===== src/design/sld_pkg.sv =====
// shared constants and carrier types for the serial latched driver control
// Functional notes
// - rising serial clock captures serial data into the first shift stage.
// - each further rising edge moves bits toward the cascade output (last).
// - shift register, latches and drivers are eight channels wide.
// - while strobe is high each latch copies its shift stage.
// - latches stay transparent, following shifts, as long as strobe is high.
// - output gate high turns all drivers off; latches and shifts unchanged.
// - output gate low lets each driver follow its latch.
// - overcurrent latches channel off until a positive output gate pulse.
// - overcurrent shorter than 2 us qualification never trips a channel.
// - over-temperature turns device off; release is automatic, no clear.
// - supply-low lockout keeps the device disabled while active.
package sld_pkg;

  // ==========================================================================
  // sizes and timing
  localparam int unsigned SLD_CHANNELS    = 8;
  localparam int unsigned SLD_CLK_MHZ     = 200;
  localparam int unsigned SLD_OC_QUAL_NS  = 2000;
  // least time: round up to whole cycles
  localparam int unsigned SLD_OC_QUAL_CYC =
    (SLD_OC_QUAL_NS * SLD_CLK_MHZ + 999) / 1000;
  localparam int unsigned SLD_QCNT_W      = 9;
  localparam logic [SLD_QCNT_W-1:0] SLD_QCNT_MAX =
    SLD_QCNT_W'(SLD_OC_QUAL_CYC - 1);

  // ==========================================================================
  // carrier types
  typedef logic [SLD_CHANNELS-1:0] sld_ch_t;

  // all pins that arrive from outside the clock domain
  typedef struct packed {
    logic    sclk;
    logic    sdata;
    logic    strobe;
    logic    out_gate;
    logic    over_temp;
    logic    supply_low_lockout;
    sld_ch_t overcurrent;
  } sld_pin_t;

  typedef struct packed {
    sld_pin_t sync1;
    sld_pin_t sync2;
    logic     sclk_prev;
    sld_ch_t  shift;
    sld_ch_t  latch;
    sld_ch_t  fault;
    sld_ch_t  drive;
    logic     cascade;
  } sld_state_t;

  typedef struct packed {
    logic [SLD_QCNT_W-1:0] cnt;
    logic                  trip;
  } sld_qual_t;

  // ==========================================================================
  // reset values
  localparam sld_ch_t    SLD_CH_RST    = 8'h00;
  localparam sld_state_t SLD_STATE_RST = '0;
  localparam sld_qual_t  SLD_QUAL_RST  = '0;

endpackage : sld_pkg


===== src/design/sld_oc_qual.sv =====
// overcurrent qualification filter for one driver channel
`timescale 1ns/1ps

module sld_oc_qual (
  input  wire logic clk_i,
  input  wire logic nrst_i,
  input  wire logic oc_i,
  output logic      trip_o
);

  sld_pkg::sld_qual_t st_r;
  sld_pkg::sld_qual_t st_nxt;

  // ==========================================================================
  // count consecutive high samples; any low sample restarts the window
  always_comb begin
    st_nxt = st_r;
    if (oc_i) begin
      if (st_r.cnt != sld_pkg::SLD_QCNT_MAX) begin
        st_nxt.cnt = st_r.cnt + 1'b1;
      end
    end else begin
      st_nxt.cnt = '0;
    end
    // trips only on the full qualification count
    st_nxt.trip = oc_i && (st_r.cnt == sld_pkg::SLD_QCNT_MAX);
  end

  always_ff @(posedge clk_i or negedge nrst_i) begin
    if (!nrst_i) begin
      st_r <= sld_pkg::SLD_QUAL_RST;
    end else begin
      st_r <= st_nxt;
    end
  end

  assign trip_o = st_r.trip;

endmodule : sld_oc_qual


===== src/design/sld_top.sv =====
// serial shift, strobe latch, output gate and protection logic
`timescale 1ns/1ps

module sld_top (
  input  wire logic              clk_i,
  input  wire logic              nrst_i,
  input  wire sld_pkg::sld_pin_t pins_i,
  output sld_pkg::sld_ch_t       drive_o,
  output logic                   cascade_o
);

  sld_pkg::sld_state_t st_r;
  sld_pkg::sld_state_t st_nxt;
  sld_pkg::sld_ch_t    trip;
  logic                sclk_rise;
  logic                drv_kill;

  // ==========================================================================
  // overcurrent qualification, one filter per channel
  // filters read only the second synchroniser stage
  for (genvar i = 0; i < sld_pkg::SLD_CHANNELS; i++) begin : g_qual
    sld_oc_qual u_qual (
      .clk_i  (clk_i),
      .nrst_i (nrst_i),
      .oc_i   (st_r.sync2.overcurrent[i]),
      .trip_o (trip[i])
    );
  end

  // ==========================================================================
  // edge of the serial clock, taken after both synchroniser stages
  // data and clock share the same delay, so host setup time is kept
  assign sclk_rise = st_r.sync2.sclk & ~st_r.sclk_prev;

  // any of these forces every driver off
  assign drv_kill  = st_r.sync2.out_gate | st_r.sync2.over_temp |
                     st_r.sync2.supply_low_lockout;

  // ==========================================================================
  // next state
  always_comb begin
    st_nxt           = st_r;
    // two-stage synchroniser for every pin
    st_nxt.sync1     = pins_i;
    st_nxt.sync2     = st_r.sync1;
    st_nxt.sclk_prev = st_r.sync2.sclk;

    // eight-stage shift, lsb is the first stage
    if (sclk_rise) begin
      st_nxt.shift = {st_r.shift[sld_pkg::SLD_CHANNELS-2:0],
                      st_r.sync2.sdata};
    end

    // transparent latch: follows the shift stages while strobe is high,
    // including the edge that shifts in the same cycle
    if (st_r.sync2.strobe) begin
      st_nxt.latch = st_nxt.shift;
    end

    // fault flags: a qualified trip wins over a clear pulse in the
    // same cycle, so no event is lost while the gate is high
    st_nxt.fault = (st_r.fault & ~{sld_pkg::SLD_CHANNELS{
                     st_r.sync2.out_gate}}) | trip;
    // lockout acts like a supply cycle and forgets faults
    if (st_r.sync2.supply_low_lockout) begin
      st_nxt.fault = sld_pkg::SLD_CH_RST;
    end

    // drivers: gate, thermal and lockout switch all off; thermal is
    // not latched so drivers come back when the level drops
    if (drv_kill) begin
      st_nxt.drive = sld_pkg::SLD_CH_RST;
    end else begin
      st_nxt.drive = st_nxt.latch & ~st_nxt.fault;
    end

    // cascade output shows the last stage
    st_nxt.cascade = st_nxt.shift[sld_pkg::SLD_CHANNELS-1];
  end

  // ==========================================================================
  // state register
  always_ff @(posedge clk_i or negedge nrst_i) begin
    if (!nrst_i) begin
      st_r <= sld_pkg::SLD_STATE_RST;
    end else begin
      st_r <= st_nxt;
    end
  end

  assign drive_o   = st_r.drive;
  assign cascade_o = st_r.cascade;

  // ==========================================================================
  // helper: consecutive high samples of channel 0 overcurrent, saturating
  // counted apart from the filter, so a short filter count cannot hide
  logic [9:0] oc0_run_r;

  always_ff @(posedge clk_i or negedge nrst_i) begin
    if (!nrst_i) begin
      oc0_run_r <= '0;
    end else if (!st_r.sync2.overcurrent[0]) begin
      oc0_run_r <= '0;
    end else if (oc0_run_r != 10'h3ff) begin
      oc0_run_r <= oc0_run_r + 1'b1;
    end
  end
endmodule : sld_top


===== config.mk =====
export PLATFORM = sky130hd
export DESIGN_NAME = sld_top
export DESIGN_NICKNAME = d
export VERILOG_FILES = /design/src/design/sld_pkg.sv /design/src/design/sld_oc_qual.sv /design/src/design/sld_top.sv
export SDC_FILE = /design/constraint.sdc
export NUM_CORES = 1
export LEC_CHECK = 0
export BUFFER_PORTS_ARGS = -buffer_cell sky130_fd_sc_hd__buf_2
export CORE_ASPECT_RATIO = 1.25
export CORE_MARGIN = 2
export CORE_UTILIZATION = 50
export CTS_BUF_LIST = sky130_fd_sc_hd__clkbuf_8
export DETAILED_ROUTE_END_ITERATION = 8
export PLACE_DENSITY_LB_ADDON = 0.15
export SYNTH_ARGS = -nofsm -noshare
export SYNTH_HDL_FRONTEND = slang
export SYNTH_SLANG_ARGS = --single-unit
export TNS_END_PERCENT = 5

===== constraint.sdc =====
create_clock -name clk_i -period 2.06 [get_ports clk_i]
set_clock_uncertainty 0.2 [all_clocks]
set_input_delay 0.103 -clock clk_i [delete_from_list [all_inputs] [get_ports clk_i]]
set_output_delay 0.103 -clock clk_i [all_outputs]
set_load 0.05 [all_outputs]

==> results.cfg <==
[synth]
synthXorXnorAreaFrac = 0.00298
async_flop_share = 1.00
ys_warn_count = 0
synth_edf_count = 0
synth_cells = 533
synth-adder-area-share = 0.0170
synth_nets = 557
ys_seq_area_frac = 0.600
syn_avg_cell_area_sq_um = 11.0
synth_area_sq_um = 5880
yosys.area.top_type_share = 0.600
ys_types = 38
synthTopCellsByArea = dfrtp_1 60%, mux2i_1 4.4%, o21ai_0 3.4%
synth_top_family_by_area = simple AND/OR/NAND/NOR gates
yosysTopAreaCell = dfrtp_1
synth_compound_area_frac = 0.121
synthSimpleGateAreaFrac = 0.181
synth_mux_area_frac = 0.0468
ys_ff_latch = 141
synth_ff_type = dfrtp_1

[timing]
max_slew_margin = 0.532
min_period_ns = 1.92
max_slew.worst_pin.slew_ns = 0.702
rsz0062_at_grt = false
fmax_ghz = 0.522
slew_viol_final = 0
report.final.hold_viol_count = 0
fin_crit_sh = 0.930
setup_viol = 0

[cells_and_area]
final_common_cell = dfrtp_1
seq_area_sq_um = 3530
fin_cells = 733
diodes = 0
multiInputGateArea_sq_um = 2180
fillers = 997
drive_above_1_share = 0.116
final_cell_mix = 141 x dfrtp_1, 43 x nand2_1, 40 x o21ai_0
area_growth_pct = 13.6
num-nets-final = 606

[job]
maxCapViolations = 0

[setup_path]
critPathLaunchType = flop
slowest_delay_ns = 0.52
critPathMaxFanout = 6
rr_startpoint = g_qual[7].u_qual.st_r[6]
cp_top_family = simple AND/OR/NAND/NOR gates
cp_data_arrival_time_ns = 2.05
critical_path_required_ns = 2.19
crit_start = g_qual[7].u_qual.st_r[6]
path_cells = or4b_1 -> or3_1 -> mux2_4
path_class = flop to flop
critPathSlowestCell = or4b_1
crit_buf_inv = 0
end_kind = flop

[floorplan]
start_util = 0.509
core_area_sq_um = 11600
die_w_microns = 101
dieArea_sq_um = 12600
die_h_microns = 125
io_pins = 25
rows = 44

[routing]
dr.pass1.iters = 6
drt_iter0_drc = 169
m1WireLength_microns = 4720
met3_length_microns = 248
dr_total_vias = 4136
wirelength_microns = 10700
vias_per_cell = 5.64
drc = 0
highest_layer = met4
final_antenna_net_count = 0
avgRoutedWirePerCell_microns = 14.5
wl_met2_microns = 5530

[grt]
grt.overflow.total = 0
antenna_found_initial = 0
grt_max_degree = 48
grt_usage = 0.187
grt_pass1_vias = 4174
grt_pass1_wl_microns = 18700

[clock_tree]
clkLatencyLatePin_ns = 0.45
htreeDepth = 4
numCtsBuffers = 17
cts.path.max_buffers = 2
cts_sinks = 141
clk_pin_slew_ns = 0.08
cts-root-buf = clkbuf_8
cts_tree = done

[place]
gp_congestion = 0.812
dp_hpwl_microns = 7170
placed_cells = 685
io_buffers = 24

[power]
power.leakage_nw = 3.03
finalPower_mw = 5.48
power_density_nw_per_um2 = 821
peakVddDrop_v = 0.000638

[worst_hold_path]
hp-class = primary input to async pin

[outcome]
status = completed
-- final cells by class --
class | instances | area share
Clock buffer | 19 | 0.0392
Clock inverter | 13 | 0.0139
Inverter | 23 | 0.0129
Multi-Input combinational cell | 352 | 0.326
Sequential cell | 141 | 0.528
Tap cell | 138 | 0.0259
Timing Repair Buffer | 47 | 0.0541
-- report_power, final --
group / switching, mW / internal [mW] / total, mW
combinational: 0.291 / 0.160 / 0.452
sequential: 0.126 / 2.95 / 3.07
clock: 1.06 / 0.895 / 1.95
-- worst reg2reg max path: cells and delay by family, from the launching register on --
family	cells	cell delay, ns
DFF	1	0.42
muxes	1	0.31
and+or+nand+nor	2	0.88
-- Yosys cell counts, types with 4 or more instances --
cell type / n
nand3_1: 23
a21o_1: 8
dfrtp_1: 141
a31oi_1: 16
nor2b_1: 9
nand4_1: 12
clkbuf_1: 7
inv_1: 23
nor3_1: 12
or3_1: 25
o21a_1: 4
ha_1: 8
and3_1: 10
a2111oi_0: 8
buf_4: 8
nor3b_1: 4
mux2i_1: 26
or2_2: 4
a21oi_1: 38
nand4b_1: 5
nand4bb_1: 4
nor2_1: 23
nand2b_1: 8
nand2_1: 43
o21ai_0: 40
-- path summary, 6_finish.rpt --
check | endpoint | depth (start not counted) | slack [ns]
worst min register to register | st_r[36] | 0 | 0.15
min in group clk_i | st_nxt[43] | 2 | 0.09
worst max-delay path | g_qual[7].u_qual.st_r[1] | 3 | 0.14
max in group asynchronous | st_nxt[39] | 3 | 1.38
worst max register to register | g_qual[7].u_qual.st_r[1] | 3 | 0.14
worst min-delay path | st_r[20] | 3 | 0.02
-- cells by family after synthesis --
family | Yosys count
fa+ha+maj | 8
mux | 27
flops | 141
xor+xnor | 2
simple gates | 194
compound gates | 121
buf+inv | 40
-- per-layer routing --
metal / GRT usage / up-vias
met5: 0 / -
met3: 0.0525 / 11
met2: 0.316 / 47
met4: 0.0715 / 0
met1: 0.224 / 2055
li1: - / 2023
-- timing repair --
action                                  CTS  global route
endpoints found under the setup margin    7             2
endpoints found under the hold margin   155             0
hold buffers                             16             0
resized for setup                         1             1
setup buffers                             0             0
-- through the flow --
stage	worst slack [ns]	TNS [ns]	utilization	area (sq um)	hold slack, ns
2_1_floorplan	0.107	0	-	5880	-0.393
3_3_place_gp	-0.0000758	-0.0000758	0.532	6150	-0.167
3_5_place_dp	-0.123	-0.235	0.532	6150	-0.162
4_1_cts	0.123	0	0.577	6670	0.0178
5_1_grt	0.0508	0	0.578	6680	0.0253
6_report	0.144	0	0.578	6680	0.0224
-- sequential cells by signal, summed over array words and instances (netlist names) --
signal / flops
cascade_o: 1
st_nxt: 15
st_r: 37
g_qual.u_qual.trip_o: 8
drive_o: 8
g_qual.u_qual.st_r: 72
No activity file was read; power rests on OpenSTA's default activity.
